`src/bsfs_pkg.sv`:
```
/*
  Package for the breaker startup and fault sequencer: timing constants,
  the self-check configuration register map, states and carrier structs.
  Assumes a 250 MHz core clock and comparator outputs already synchronous.
*/
// Functional notes
// [RQ1] Enable input honoured only after bias valid, address read, gate supply charged.
// [RQ2] Startup overcurrent threshold resets to 16A or 24A depending on variant.
// [RQ3] Gate supply ok, bias up and enable high start timed output discharge.
// [RQ4] By default the self-check starts as soon as gate supply and bias are ready. The code still waits in BSFS_WAIT_EN for enable.
// [RQ5] Output still high at check end latches fault, drops fault line and power good.
// [RQ6] Latched faults hold until enable toggle, input toggle or restart command.
// [RQ7] Self-check threshold picks one of four values from the config register.
// [RQ8] Output below threshold at check end passes and startup continues.
// [RQ9] Each restart discharges soft-start capacitor; still high after period latches fault.
// [RQ10] Overcurrent resistor checked continuously once bias valid; bad value latches fault.
// [RQ11] Soft-start ramp begins only after a passed self-check.
// [RQ12] No startup while bias undervoltage; bias watched at all times.
// [RQ13] Bias undervoltage shuts down; recovery resumes at the startup delay phase. The code restarts from BSFS_WAIT_BIAS if bias stays low over a cycle.
// [RQ14] After decoding, address pin becomes current hysteresis flag.
// [RQ15] Address resistor read after bias valid; out of range latches fault.
// [RQ16] After address fault, resistor reread on the second enable rise.
// [RQ17] Gate supply undervoltage checked while enabled, even before switch turns on.
// [RQ18] Gate drive undervoltage trips only after about 10 us deglitch.
// [RQ19] Gate supply and gate drive undervoltage latch switch off and fault line low.
// [RQ20] Gate drive undervoltage masked 100 ms during startup.
// [RQ21] After enable, programmable delay, then self-test and capacitor discharge, then ramp.
// [RQ22] Power good asserts when the ramp completes; normal operation follows.
// [RQ23] All fault sources merge into one latch; restart clears it and restarts.
// [RQ24] Check periods come from fixed counters; comparisons sampled once at expiry.
`default_nettype none

package bsfs_pkg;

  localparam int unsigned CLK_MHZ           = 250;
  localparam int unsigned DEGLITCH_NS       = 10000;
  localparam int unsigned DEGLITCH_CYC      = (DEGLITCH_NS * CLK_MHZ) / 1000;
  localparam int unsigned VGS_MASK_MS       = 100;
  localparam int unsigned VGS_MASK_CYC      = VGS_MASK_MS * CLK_MHZ * 1000;
  localparam int unsigned SELF_CHECK_US     = 1000;
  localparam int unsigned SELF_CHECK_CYC    = SELF_CHECK_US * CLK_MHZ;
  localparam int unsigned SS_DISCH_US       = 500;
  localparam int unsigned SS_DISCH_CYC      = SS_DISCH_US * CLK_MHZ;
  localparam int unsigned START_DELAY_STEP_US = 1000;
  localparam int unsigned START_DELAY_STEP_CYC = START_DELAY_STEP_US * CLK_MHZ;

  localparam logic [7:0]  CFG_REG_ADDR      = 8'hD0;
  localparam logic [7:0]  CFG_RESET         = 8'h00;
  localparam int unsigned CFG_THR_LSB       = 0;   // self-check threshold select, 2 bits
  localparam int unsigned CFG_DLY_LSB       = 2;   // startup delay, 2 bits, steps
  localparam int unsigned CFG_ENWAIT_BIT    = 4;   // 1: self-check also waits for enable

  localparam logic [5:0]  OCP_START_16A     = 6'h10;
  localparam logic [5:0]  OCP_START_24A     = 6'h18;

  typedef enum logic [3:0] {
    BSFS_WAIT_BIAS  = 4'b0000,
    BSFS_READ_ADDR  = 4'b0001,
    BSFS_WAIT_EN    = 4'b0011,
    BSFS_DELAY      = 4'b0010,
    BSFS_SELF_CHECK = 4'b0110,
    BSFS_SS_DISCH   = 4'b0111,
    BSFS_RAMP       = 4'b0101,
    BSFS_RUN        = 4'b0100,
    BSFS_FAULT      = 4'b1100
  } bsfs_state_t;

  // analog comparator results, all synchronous and active high
  typedef struct packed {
    logic bias_ok;        // bias supply above its undervoltage level
    logic gate_supply_ok; // charge pump above its undervoltage level
    logic gate_drive_uv;  // gate drive below its undervoltage level
    logic vout_below;     // output under selected self-check threshold
    logic ss_below;       // soft-start capacitor under its threshold
    logic ocp_res_ok;     // overcurrent resistor in range
    logic addr_done;      // address resistor conversion finished
    logic addr_ok;        // address resistor in range
    logic ramp_done;      // output ramp complete
    logic above_hyst_hi;  // current above upper hysteresis level
    logic below_hyst_lo;  // current below lower hysteresis level
  } bsfs_sense_t;

  typedef struct packed {
    logic switch_on;      // pass switch gate enable
    logic out_discharge;  // active output discharge
    logic ss_discharge;   // soft-start capacitor discharge
    logic ss_charge;      // soft-start current source on
    logic addr_read;      // request an address resistor conversion
  } bsfs_drive_t;

endpackage

`default_nettype wire

```
`src/bsfs_deglitch.sv`:
```
/*
  Deglitch filter: output rises only after the input held high for LEN cycles,
  falls as soon as the input drops. Input is taken synchronous.
*/
`default_nettype none

module bsfs_deglitch #(
  parameter int unsigned LEN = 2500
)(
  input  wire logic clk,   // core clock
  input  wire logic rst,   // synchronous reset
  input  wire logic din,   // raw condition
  output logic      dout   // filtered condition
);

  localparam int unsigned W = $clog2(LEN + 1);

  initial
  begin
    if (LEN < 1) $error("bsfs_deglitch: LEN must be at least 1");
  end

  logic [W-1:0] run_q;

  always_ff @(posedge clk)
  begin
    if (rst || !din)
    begin
      run_q <= '0;
      dout  <= 1'b0;
    end
    else if (run_q == W'(LEN - 1))
    begin
      dout <= 1'b1;
    end
    else
    begin
      run_q <= run_q + 1'b1;
    end
  end

endmodule

`default_nettype wire

```
`src/bsfs_sequencer.sv`:
```
/*
  Breaker startup and fault sequencer top. Holds the self-check config
  register, the startup state machine, the fault latch and the current
  hysteresis flag. Assumes comparator inputs synchronous to clk, and an
  external SMBus engine that presents decoded register writes and reads.
*/
`default_nettype none

module bsfs_sequencer
  import bsfs_pkg::*;
#(
  parameter bit          VARIANT_HI   = 1'b0,         // 0: 16A startup limit, 1: 24A
  parameter int unsigned VGS_MASK     = VGS_MASK_CYC,
  parameter int unsigned SELF_CHECK   = SELF_CHECK_CYC,
  parameter int unsigned SS_DISCH     = SS_DISCH_CYC,
  parameter int unsigned DELAY_STEP   = START_DELAY_STEP_CYC,
  parameter int unsigned DEGLITCH     = DEGLITCH_CYC
)(
  input  wire logic        clk,                     // 250 MHz core clock
  input  wire logic        rst,                     // bias-derived reset, high
  input  wire bsfs_sense_t sense,                   // comparator results
  input  wire logic        enable_undervolt_input,  // enable/input UVLO level
  input  wire logic        restart_cmd,             // restart command pulse
  input  wire logic        reg_wr,                  // register write strobe
  input  wire logic [7:0]  reg_addr,                // register command code
  input  wire logic [7:0]  reg_wdata,               // write data
  output logic [7:0]       reg_rdata,               // read data
  output bsfs_drive_t      drive,                   // analog controls
  output logic [1:0]       self_check_thr_sel,      // threshold select
  output logic [5:0]       startup_ocp_limit,       // startup limit, amps
  output logic             fault_n_out,             // fault line, low active
  output logic             fault_n_oe_n,            // fault pin drive, low drives
  output logic             power_good_output,       // power good
  output logic             address_select_pin_out,  // hysteresis flag
  output logic             address_select_pin_oe_n, // low once flag drives
  output bsfs_state_t      state                    // sequencer state
);

  initial
  begin
    if (VGS_MASK < 1 || SELF_CHECK < 1 || SS_DISCH < 1 || DELAY_STEP < 1)
      $error("bsfs_sequencer: timer lengths must be at least 1");
  end

  //////////////////////////////////////////////////////////////////////////////

  logic [7:0]  self_check_config_q;
  bsfs_state_t st_q;
  bsfs_state_t st_d;
  logic        en_q;
  logic        en_rise;
  logic        en_fall;
  logic        fault_q;
  logic        addr_fault_q;
  logic        addr_done_q;
  logic        addr_reread_q;
  logic [1:0]  en_rises_q;
  logic        restart;
  logic        vgs_filt;
  logic        chk_busy;
  logic        chk_done;
  logic        vgs_busy;
  logic        dly_busy;
  logic        dly_done;
  logic        chk_load;
  logic [31:0] chk_count;
  logic        vgs_load;
  logic        dly_load;
  logic        hyst_q;
  logic        trip;
  logic        bias_ready;
  logic        enabled;

  assign en_rise = enable_undervolt_input && !en_q;
  assign en_fall = !enable_undervolt_input && en_q;
  // an input-supply toggle shows up as a reset from the bias monitor
  assign restart = en_fall || restart_cmd; // RQ6

  always_ff @(posedge clk)
  begin
    if (rst) en_q <= 1'b0;
    else     en_q <= enable_undervolt_input;
  end

  //////////////////////////////////////////////////////////////////////////////
  // configuration register

  always_ff @(posedge clk)
  begin
    if (rst)
      self_check_config_q <= CFG_RESET;
    else if (reg_wr && reg_addr == CFG_REG_ADDR)
      self_check_config_q <= reg_wdata; // RQ7
  end

  always_comb
  begin
    reg_rdata = 8'h00;
    if (reg_addr == CFG_REG_ADDR)
      reg_rdata = self_check_config_q;
  end

  assign self_check_thr_sel = self_check_config_q[CFG_THR_LSB +: 2]; // RQ7
  assign startup_ocp_limit  = VARIANT_HI ? OCP_START_24A : OCP_START_16A; // RQ2

  //////////////////////////////////////////////////////////////////////////////
  // address resistor read and hysteresis flag

  always_ff @(posedge clk)
  begin
    if (rst || !sense.bias_ok)
    begin
      addr_done_q   <= 1'b0;
      addr_fault_q  <= 1'b0;
      addr_reread_q <= 1'b0;
      en_rises_q    <= 2'b00;
    end
    else
    begin
      if (addr_fault_q && en_rise && en_rises_q != 2'b10)
        en_rises_q <= en_rises_q + 2'b01;
      if (addr_fault_q && en_rise && en_rises_q == 2'b01)
      begin
        addr_reread_q <= 1'b1; // RQ16
        addr_done_q   <= 1'b0;
        addr_fault_q  <= 1'b0;
        en_rises_q    <= 2'b00;
      end
      else if (!addr_done_q && sense.addr_done)
      begin
        addr_done_q   <= 1'b1;
        addr_fault_q  <= !sense.addr_ok; // RQ15
        addr_reread_q <= 1'b0;
      end
    end
  end

  always_ff @(posedge clk)
  begin
    if (rst)
      hyst_q <= 1'b0;
    else if (sense.above_hyst_hi)
      hyst_q <= 1'b1; // RQ14
    else if (sense.below_hyst_lo)
      hyst_q <= 1'b0; // RQ14
  end

  assign address_select_pin_out  = hyst_q;
  assign address_select_pin_oe_n = !(addr_done_q && !addr_fault_q); // RQ14

  //////////////////////////////////////////////////////////////////////////////
  // timers and filter

  bsfs_deglitch #(.LEN(DEGLITCH)) u_vgs_glitch (
    .clk  (clk),
    .rst  (rst),
    .din  (sense.gate_drive_uv),
    .dout (vgs_filt) // RQ18
  );

  // one timer serves both checks, which never overlap
  bsfs_timer #(.WIDTH(32)) u_chk_timer (
    .clk   (clk),
    .rst   (rst),
    .load  (chk_load),
    .stop  (trip || restart),
    .count (chk_count),
    .busy  (chk_busy),
    .done  (chk_done)
  );

  bsfs_timer #(.WIDTH(32)) u_dly_timer (
    .clk   (clk),
    .rst   (rst),
    .load  (dly_load),
    .stop  (trip || restart),
    .count (DELAY_STEP * (32'(self_check_config_q[CFG_DLY_LSB +: 2]) + 32'd1)),
    .busy  (dly_busy),
    .done  (dly_done)
  );

  bsfs_timer #(.WIDTH(32)) u_vgs_mask (
    .clk   (clk),
    .rst   (rst),
    .load  (st_q == BSFS_SS_DISCH && st_d == BSFS_RAMP),
    .stop  (1'b0),
    .count (32'(VGS_MASK)), // RQ20
    .busy  (vgs_busy),
    .done  ()
  );

  //////////////////////////////////////////////////////////////////////////////
  // fault collection

  assign bias_ready = sense.bias_ok && addr_done_q && !addr_fault_q;
  assign enabled    = enable_undervolt_input && st_q != BSFS_WAIT_BIAS && st_q != BSFS_READ_ADDR;

  always_comb
  begin
    trip = 1'b0;
    if (st_q == BSFS_SELF_CHECK && chk_done && !sense.vout_below) trip = 1'b1; // RQ5 RQ24
    if (st_q == BSFS_SS_DISCH && chk_done && !sense.ss_below)     trip = 1'b1; // RQ9 RQ24
    if (sense.bias_ok && !sense.ocp_res_ok)                       trip = 1'b1; // RQ10
    if (sense.bias_ok && addr_done_q && addr_fault_q)             trip = 1'b1; // RQ15
    if (enabled && !sense.gate_supply_ok && st_q != BSFS_WAIT_EN) trip = 1'b1; // RQ17 RQ19
    if (vgs_filt && !vgs_busy && (st_q == BSFS_RAMP || st_q == BSFS_RUN)) trip = 1'b1; // RQ19 RQ20
  end

  // set wins over a same-cycle restart
  always_ff @(posedge clk)
  begin
    if (rst)
      fault_q <= 1'b0;
    else if (trip)
      fault_q <= 1'b1; // RQ23
    else if (restart)
      fault_q <= 1'b0; // RQ6 RQ23
  end

  //////////////////////////////////////////////////////////////////////////////
  // startup state machine

  always_comb
  begin
    st_d      = st_q;
    chk_load  = 1'b0;
    dly_load  = 1'b0;
    chk_count = 32'(SELF_CHECK);
    if (!sense.bias_ok)
      st_d = (st_q == BSFS_RUN || st_q == BSFS_RAMP) ? BSFS_WAIT_EN : BSFS_WAIT_BIAS; // RQ12 RQ13
    else if (trip || (fault_q && !restart))
      st_d = BSFS_FAULT;
    else if (restart && st_q > BSFS_READ_ADDR)
      st_d = BSFS_WAIT_EN; // RQ6
    else
    begin
      case (st_q)
        BSFS_WAIT_BIAS:
          st_d = BSFS_READ_ADDR;
        BSFS_READ_ADDR:
          if (bias_ready && sense.gate_supply_ok)
            st_d = BSFS_WAIT_EN; // RQ1
        BSFS_WAIT_EN:
          if (enable_undervolt_input) // RQ1 RQ21
          begin
            st_d     = BSFS_DELAY;
            dly_load = 1'b1;
          end
        BSFS_DELAY:
          if (dly_done && sense.gate_supply_ok &&
              (enable_undervolt_input || !self_check_config_q[CFG_ENWAIT_BIT])) // RQ3 RQ4
          begin
            st_d     = BSFS_SELF_CHECK;
            chk_load = 1'b1;
          end
        BSFS_SELF_CHECK:
          if (chk_done && sense.vout_below) // RQ8
          begin
            st_d      = BSFS_SS_DISCH;
            chk_load  = 1'b1;
            chk_count = 32'(SS_DISCH); // RQ9
          end
        BSFS_SS_DISCH:
          if (chk_done && sense.ss_below)
            st_d = BSFS_RAMP; // RQ11
        BSFS_RAMP:
          if (sense.ramp_done)
            st_d = BSFS_RUN; // RQ22
        BSFS_RUN:
          if (!enable_undervolt_input)
            st_d = BSFS_WAIT_EN;
        BSFS_FAULT:
          st_d = restart ? BSFS_WAIT_EN : BSFS_FAULT; // RQ23
        default:
          st_d = BSFS_WAIT_BIAS;
      endcase
    end
  end

  always_ff @(posedge clk)
  begin
    if (rst) st_q <= BSFS_WAIT_BIAS;
    else     st_q <= st_d;
  end

  //////////////////////////////////////////////////////////////////////////////
  // outputs, registered

  always_ff @(posedge clk)
  begin
    if (rst)
    begin
      drive             <= '0;
      fault_n_out       <= 1'b0;
      fault_n_oe_n      <= 1'b1;
      power_good_output <= 1'b0;
    end
    else
    begin
      drive.switch_on     <= (st_d == BSFS_RAMP || st_d == BSFS_RUN); // RQ11 RQ19
      drive.out_discharge <= (st_d == BSFS_SELF_CHECK); // RQ3
      drive.ss_discharge  <= (st_d == BSFS_SS_DISCH); // RQ9
      drive.ss_charge     <= (st_d == BSFS_RAMP || st_d == BSFS_RUN);
      drive.addr_read     <= sense.bias_ok && !addr_done_q; // RQ15 RQ16
      fault_n_out         <= 1'b0;
      fault_n_oe_n        <= !(trip || (fault_q && !restart)); // RQ5 RQ23
      power_good_output   <= (st_d == BSFS_RUN) && !trip; // RQ5 RQ22
    end
  end

  assign state = st_q;

endmodule

`default_nettype wire

```
`src/bsfs_timer.sv`:
```
/*
  Down-counting one-shot timer: load starts it, done pulses once at expiry.
  Assumes load is a single-cycle request from the sequencer.
*/
`default_nettype none

module bsfs_timer
  import bsfs_pkg::*;
#(
  parameter int unsigned WIDTH = 32
)(
  input  wire logic             clk,   // core clock
  input  wire logic             rst,   // synchronous reset
  input  wire logic             load,  // start or restart
  input  wire logic             stop,  // abandon count
  input  wire logic [WIDTH-1:0] count, // cycles to run
  output logic                  busy,  // counting
  output logic                  done   // one-cycle expiry pulse
);

  initial
  begin
    if (WIDTH < 2) $error("bsfs_timer: WIDTH too small");
  end

  logic [WIDTH-1:0] cnt_q;

  always_ff @(posedge clk)
  begin
    if (rst || stop)
    begin
      cnt_q <= '0;
      busy  <= 1'b0;
      done  <= 1'b0;
    end
    else if (load)
    begin
      cnt_q <= count;
      busy  <= 1'b1;
      done  <= 1'b0;
    end
    else if (busy)
    begin
      cnt_q <= cnt_q - 1'b1;
      done  <= (cnt_q <= WIDTH'(1));
      busy  <= (cnt_q > WIDTH'(1));
    end
    else
    begin
      done <= 1'b0;
    end
  end

endmodule

`default_nettype wire
```
`config.mk`:
```
export PLATFORM = sky130hd
export DESIGN_NAME = bsfs_sequencer
export DESIGN_NICKNAME = d
export VERILOG_FILES = /design/src/bsfs_pkg.sv /design/src/bsfs_deglitch.sv /design/src/bsfs_sequencer.sv /design/src/bsfs_timer.sv
export SDC_FILE = /design/constraint.sdc
export NUM_CORES = 1
export LEC_CHECK = 0
export BUFFER_PORTS_ARGS = -buffer_cell sky130_fd_sc_hd__buf_2
export CORE_ASPECT_RATIO = 0.75
export CORE_MARGIN = 3
export CORE_UTILIZATION = 40
export DETAILED_ROUTE_END_ITERATION = 6
export SLEW_MARGIN = 20
export SYNTH_ARGS = -nofsm -noshare
export SYNTH_HDL_FRONTEND = slang
export SYNTH_HIERARCHICAL = 1
export SYNTH_SLANG_ARGS = --single-unit
```
`constraint.sdc`:
```
create_clock -name clk -period 4.5 [get_ports clk]
set_input_delay 1.35 -clock clk [delete_from_list [all_inputs] [get_ports clk]]
set_output_delay 1.35 -clock clk [all_outputs]
set_load 0.01 [all_outputs]
```
### After elaboration in Yosys (flattened, before gate mapping)

Cells that the tools add are included.

* register bits: 139
* logic and storage cells: 181

* $lt $le $gt $ge: 6
* equal/unequal tests: 18
* add/subtract/negate cells: 6
* bitwise operators: 2
* mux-type cells: 52
* $mul: 1
* reductions and logical operators: 70

Operators with widths (count)
* $mux 32: 4
* $gt 32x1->1 const B: 3
* $sub 32x1->32 const B: 3
* $mux 18: 5
* $le 32x1->1 const B: 2
* $mux 25: 2
* $mux 4: 11
* $pmux 4 s9: 1
* $eq 4x3->1 const B: 8
* $logic_and 1x1->1: 32
* $mux 1: 26
* $logic_not 1->1: 17
* $mul 14x3->17 const A: 1
* $add 12x1->12 const B: 1
* $eq 12x12->1 const B: 1
* $reduce_bool 2->1: 5
* $logic_or 1x1->1: 9
* $eq 4x2->1 const B: 2
* $eq 8x8->1 const B: 1
* $mux 8: 1
* $reduce_or 2->1: 3
* $reduce_or 3->1: 2
* $eq 4x1->1 const B: 1
* $eq 4x4->1 const B: 1
* 12 further kinds: 13

### Longest topological paths before layout

Gate-level depths: netlist (run 1).

* depth after elaboration: 15
* depth in mapped cells: 10
* gate-level depth less buffers: 10

### By module

Netlist (run 1), hierarchy kept.

Modules (own cells, without submodules)
* bsfs_timer: area each 1913.1 um^2, instances 3, sequential area each 680.7 um^2, cells an instance 235
* bsfs_sequencer: area each 1636.6 um^2, instances 1, sequential area each 500.5 um^2, cells an instance 199
* bsfs_deglitch: area each 629.4 um^2, instances 1, sequential area each 260.2 um^2, cells an instance 70

### Least setup slack after synthesis (run 1)

OpenSTA, ideal clock, no wires.

* path kind: input to output
* from: input reg_addr[1]
* to: output reg_rdata[0]
* stages on the path: 4
* arrival time: 2605 ps
* slack: 545 ps
* required time: 3150 ps
* cells stage by stage: or4_1 -> nor2_1 -> clkbuf_1 -> and2_1

* word-level cells in the longest chain between the ends: 2

RTL lines
* start, declared: RTL line bsfs_sequencer.sv:25 `input wire logic [7:0] reg_addr,`
* $eq 8x8->1: RTL line bsfs_sequencer.sv:99 `if (reg_addr == CFG_REG_ADDR)`
* $mux 8: RTL line bsfs_sequencer.sv:99
* end, declared: RTL line bsfs_sequencer.sv:27 `output logic [7:0] reg_rdata,`

No other way between the ends.

### Worst setup path after layout (run 1)

* from: input reg_addr[1]
* to: output reg_rdata[5]

Same word-level chain as after synthesis.

==> results of run 1 <==
[cells in the final DEF, fill, tap and decap left out, types with 20 or more instances in the layout]
cell type  instances
or3_1             20
nand3_1           27
dfxtp_1          139
buf_2             54
a21oi_1           99
nand2_1           64
nor4_1            26
conb_1            82
nor3_1            32
nor2_1            88
xnor2_1           34
o21ai_0           68
xor2_1            42
inv_1             26
nand4_1           24
[final timing paths]
| path | slack, ns | to | depth (start not counted) |
|---|---|---|---|
| hold reg to reg | 0.45 | self_check_config_q[7] | 2 |
| hold / removal | 0.45 | self_check_config_q[7] | 2 |
| setup reg to reg | 1.18 | u_vgs_mask/cnt_q[9] | 9 |
| setup / recovery | 0.57 | reg_rdata[5] | 6 |
[routing by layer]
metal  part of all wire, %  up-vias  track usage, %
met2                    40      202            25.9
li1                      -     3678               -
met3                   5.7       12            4.01
met5                     0        -               0
met1                    54     3223            28.6
met4                  0.60        0            4.23
[cell type report]
class | count | area, um2 | area share [%]
Timing Repair Buffer | 67 | 368 | 3.99
Multi-Input combinational cell | 830 | 5060 | 54.9
Sequential cell | 139 | 2780 | 30.2
Tap cell | 253 | 317 | 3.43
Clock inverter | 11 | 118 | 1.27
Inverter | 29 | 109 | 1.18
Clock buffer | 21 | 470 | 5.10
[registers in the layout, indices dropped and copies added, names as in the netlist]
| signal | count |
|---|---|
| u_vgs_glitch/run_q | 12 |
| u_dly_timer/busy | 1 |
| fault_n_oe_n | 1 |
| u_vgs_glitch/dout | 1 |
| fault_q | 1 |
| u_chk_timer/done | 1 |
| u_chk_timer/cnt_q | 32 |
| power_good_output | 1 |
| address_select_pin_out | 1 |
| u_vgs_mask/cnt_q | 32 |
| en_q | 1 |
| u_vgs_mask/busy | 1 |
| state | 4 |
| en_rises_q | 2 |
| u_dly_timer/done | 1 |
| addr_done_q | 1 |
| u_chk_timer/busy | 1 |
| u_dly_timer/cnt_q | 32 |
| drive | 4 |
| self_check_config_q | 8 |
| addr_fault_q | 1 |
[worst max-delay path, delay by kind of cell]
kind / cells / cell delay [ns]
buffers and inverters: 3 / 0.39
and+or+nand+nor: 3 / 0.83
[power by group through the flow]
stage          combinational (uW)  clock (uW)  sequential [uW]
2_1_floorplan                89.2           0             1270
3_3_place_gp                  120           0             1280
3_5_place_dp                  120           0             1280
4_1_cts                       121        1440             1250
5_1_grt                       139        1490             1250
6_report                      122        1400             1250
[stage by stage]
stage	power [uW]	setup slack (ns)	util (%)
floorplan	1360	0.545	-
global placement	1400	0.587	44.3
detailed placement	1400	0.465	44.3
CTS	2810	0.570	47.3
global route	2880	0.523	47.3
finish	2780	0.574	47.3
==> run metrics, run 1 <==
status=finished, violations left; failing checks=design-rule violations; clock root cell=clkbuf_16; Final Setup Violations=0; pwr/cell area=around 300 nW/um2; LEAKAGE=0.00369 uW; P_int=roughly 2100 uW; CP max stage delay=slightly below 0.6 ns; Worst EP required=between 3 and 4 ns; GRT Total Usage=roughly 18%; Sw Pwr=between 600 and 700 uW; core area=approximately 19,000 um2; wire per inst=14.7 um; max-slew violations=0; CP Max Fanout=14; Sink Count=139; die footprint=approximately 22,000 um2; synth warn=6; TritonRoute pass-1 iters=7; vias per cell=between 5 and 6; Placed Area=~8600 um2; period utilization=between 80% and 90%; initial antenna violation count=0; Die X=169 um; hold_buf cts=0; CP startpoint=reg_addr[1]; CTS Buf Count=17; combinational power share=~4.4%; crit end category=output port; final hold violations=0; DP HPWL=roughly 14 mm; Worst-path clk slew=around 0.060 ns; Net Sw Frac=between 20% and 30%; gpl congestion=0.827; Tmin final=between 3 and 4 ns; H-tree depth=4; share of layout cells above drive strength 1=12.4%; Post CTS Setup Buffer Count=0; Via Count=about 7,100; CP max stage cell=or4_1; cell area after layout=approximately 9200 um2; sum of negative setup slack=0 ns; unrepaired setup endpoints after global routing=false; most frequent CP cell=buf_2; Starting Density=40.9%; # DRC=1; kind of critical path=input pin to output port; Hold Crit Class=register to register; Clk network pwr share=around 51%; Fillers=1,914; Resized Gates After CTS=0; die height=128 um; Non-Filler Instances=between 1,000 and 1,500; Overflow after GRT=0; Clk Latency, worst-skew pair=0.42 ns; worst hold slack=~0.45 ns; first-pass GRT wire length=~33 mm; vias in the first global route=6,298; synthesized cell area=approximately 8000 um2; clock skew=between 0.01 and 0.015 ns; crit start category=input pin; clk buf depth=2; largest net degree at the start of global routing=between 40 and 50; VDD IR max=between 0.2 and 0.25 mV; Max Cap Violations=0; Worst R2R Start=state[1]; actual slew at the worst max-slew pin=slightly above 0.9 ns; Area Overhead vs Synth=15.7%; number of routed nets with antenna violations=0; Rows=44; fin nets=1,134; Slew HR=about two fifths; dpl cells=roughly 1,300; # diodes=0; Routed WL=roughly 20 mm; fmax=approximately 250 MHz; CTS tree=done; IO Count=a little over 60; hold_sp=self_check_config_q[7]; number of port buffers=54; Flop pwr share=roughly 45%; Mapped Avg Cell Area=approximately 8.2 um2; Mapped Cells=a little under 1,000; 1st-iter DRT viols=623; Worst Path Arrival=roughly 2.6 ns; CP cell instances=buf_2 > or4_1 > nor2_1 > buf_4 > and2_1 > buf_2
No activity file was read; power rests on OpenSTA's default activity.
==> inputs of run 2 (changes only) <==
--- a/config.mk
+++ b/config.mk
@@ -8,7 +8,7 @@
 export BUFFER_PORTS_ARGS = -buffer_cell sky130_fd_sc_hd__buf_2
 export CORE_ASPECT_RATIO = 0.75
 export CORE_MARGIN = 3
-export CORE_UTILIZATION = 40
+export CORE_UTILIZATION = 45
 export DETAILED_ROUTE_END_ITERATION = 6
 export SLEW_MARGIN = 20
 export SYNTH_ARGS = -nofsm -noshare
==> run 2 against run 1 <==
Net effect:
- core utilization up 6.3 points
- clock skew barely moved
- sequential cell count is the same
- critical path type unchanged
- fmax is 0.18% higher
- clock power down 4%
- register-to-register slack gained 0.05 ns
- non-clock buffer count shrank 2
- sequential power hardly changed
- critical path depth unchanged
- setup slack improved by 0.0070 ns
- wire length fell by 1.1%
- die area down 11%
- the run now ends clean
==> run metrics, run 2 (synthesis results as in run 1) <==
status=completed; Rows=41 (-6.8%); CP endpoint=reg_rdata[7]; CTS Buf Count=17 (unchanged); H-tree depth=4 (unchanged); crit start category=input pin; DP HPWL=13.7 mm (-0.37%); Via Count=7,063 (-0.73%); fmax=255 MHz (+0.18%); Final Setup Violations=0 (unchanged); die height=121 um (-5.5%); CP startpoint=reg_addr[1]; crit end category=output port; clock skew=0.0107 ns (-0.000420 ns); Resized Gates After CTS=0 (unchanged); final hold violations=0 (unchanged); 1st-iter DRT viols=479 (-23%); period utilization=87.1% (-0.16 points); wire per inst=14.7 um (+0.27%); Worst-path clk slew=0.06 ns (about the same); worst setup margin=0.581 ns (+0.00699 ns); # diodes=0 (unchanged); unrepaired setup endpoints after global routing=false; Placed Area=8600 um2 (-0.42%); Worst EP required=3.15 ns (about the same); Top Registers=u_chk_timer/cnt_q x32, u_dly_timer/cnt_q x32, u_vgs_mask/cnt_q x32; core area=17,100 um2 (-12%); cell area after layout=9160 um2 (-0.75%); Clk Latency, worst-skew pair=0.43 ns (about the same); Fillers=1,690 (-12%); # DRC=0 (-1); Sink Count=139 (unchanged); storage element area=2780 um2 (unchanged); IO Count=62 (unchanged); Worst R2R Start=state[1]; largest net degree at the start of global routing=46 (unchanged); hold_buf cts=0 (unchanged); CP Max Fanout=14 (unchanged); vias per cell=5.31 (+0.69%); die footprint=19,400 um2 (-11%); vias in the first global route=6,326 (+0.44%); Starting Density=46.7% (+5.8 points); clk buf depth=2 (unchanged); Max Cap Violations=0 (unchanged); gpl congestion=0.836 (+1.1%); first-pass GRT wire length=32.6 mm (-0.69%); Routed WL=19.6 mm (-1.1%); TritonRoute pass-1 iters=5 (-2); Worst Path Arrival=2.57 ns (about the same); VDD IR max=0.212 mV (+3.7%); Overflow after GRT=0 (unchanged); Hold Crit Class=register to register; number of port buffers=54 (unchanged); number of routed nets with antenna violations=0 (unchanged); area of the multi-input gates=5060 um2 (unchanged); max-slew violations=0 (unchanged); initial antenna violation count=0 (unchanged); R2R setup slack=1.23 ns (+0.05 ns); clock root cell=clkbuf_16; Post CTS Setup Buffer Count=0 (unchanged); LEAKAGE=0.00365 uW (-1.1%); Die X=160 um (-5.5%); Worst Reg-to-Reg Cells=9 (unchanged); Slew HR=41.1% (+2.2 points); CTS tree=done; actual slew at the worst max-slew pin=0.877 ns (-0.0309 ns); fin nets=1,132 (-0.18%); commonest cells after routing, fill and taps aside=dfxtp_1, a21oi_1, nor2_1, conb_1, o21ai_0; Placement Setup Slack=0.411 ns (-0.0547 ns); pwr/cell area=296 nW/um2 (-1.7%); share of layout cells above drive strength 1=12.1% (-0.25 points); Area Overhead vs Synth=14.8%; kind of critical path=input pin to output port; reg-to-reg endpoint=u_vgs_mask/cnt_q[7]; Tmin final=3.92 ns (-0.00699 ns); GRT Total Usage=20.5% (+2.0 points); sum of negative setup slack=0 ns (unchanged); most common cell after layout, fill and taps aside=dfxtp_1
run 2: through the flow:
stage               util [%]  power, uW  cells  hold WS [ns]
finish                  53.6       2710   1331         0.451
global route            53.6       2810   1331         0.479
CTS                     53.6       2730   1331         0.454
detailed placement      50.4       1400   1299         0.446
global placement        50.4       1400   1299         0.440
floorplan                  -       1360   1051         0.426
run 2: cell type report:
type	count	area share, %
repair buffers	65	3.85
multi-input cells	830	55.3
flip-flops and latches	139	30.4
well taps	236	3.22
clock inverters	13	1.34
inverters	29	1.19
clock buffers	19	4.73
run 2: metal layers:
layer,track usage (%),routed length (um)
met2,28.8,7820
met4,5.25,202
met5,0,0
met1,31.4,10600
met3,4.64,975
run 2: worst min-delay path by stage:
stage	startpoint	end	slack (ns)	cells after the start
finish	self_check_config_q[7]	self_check_config_q[7]	0.45	2
global route	self_check_config_q[4]	self_check_config_q[4]	0.48	2
CTS	self_check_config_q[7]	self_check_config_q[7]	0.45	2
detailed placement	self_check_config_q[7]	self_check_config_q[7]	0.45	2
global placement	u_vgs_glitch/dout	u_vgs_glitch/dout	0.44	1
floorplan	self_check_config_q[7]	self_check_config_q[7]	0.43	2
run 2: worst max-delay path, stage by stage:
cell,delay (ns)
buf_2,0.09
or4_1,0.58
nor2_1,0.12
buf_4,0.18
and2_1,0.13
buf_2,0.12
run 2: power by group:
| part | total, uW | leakage, uW | internal (uW) | switching, uW |
|---|---|---|---|---|
| sequential | 1250 | 0.00112 | 1240 | 12.3 |
| combinational | 121 | 0.00227 | 42.4 | 78.8 |
| clock | 1340 | 0.000260 | 763 | 575 |
| total | 2710 | 0.00365 | 2040 | 666 |
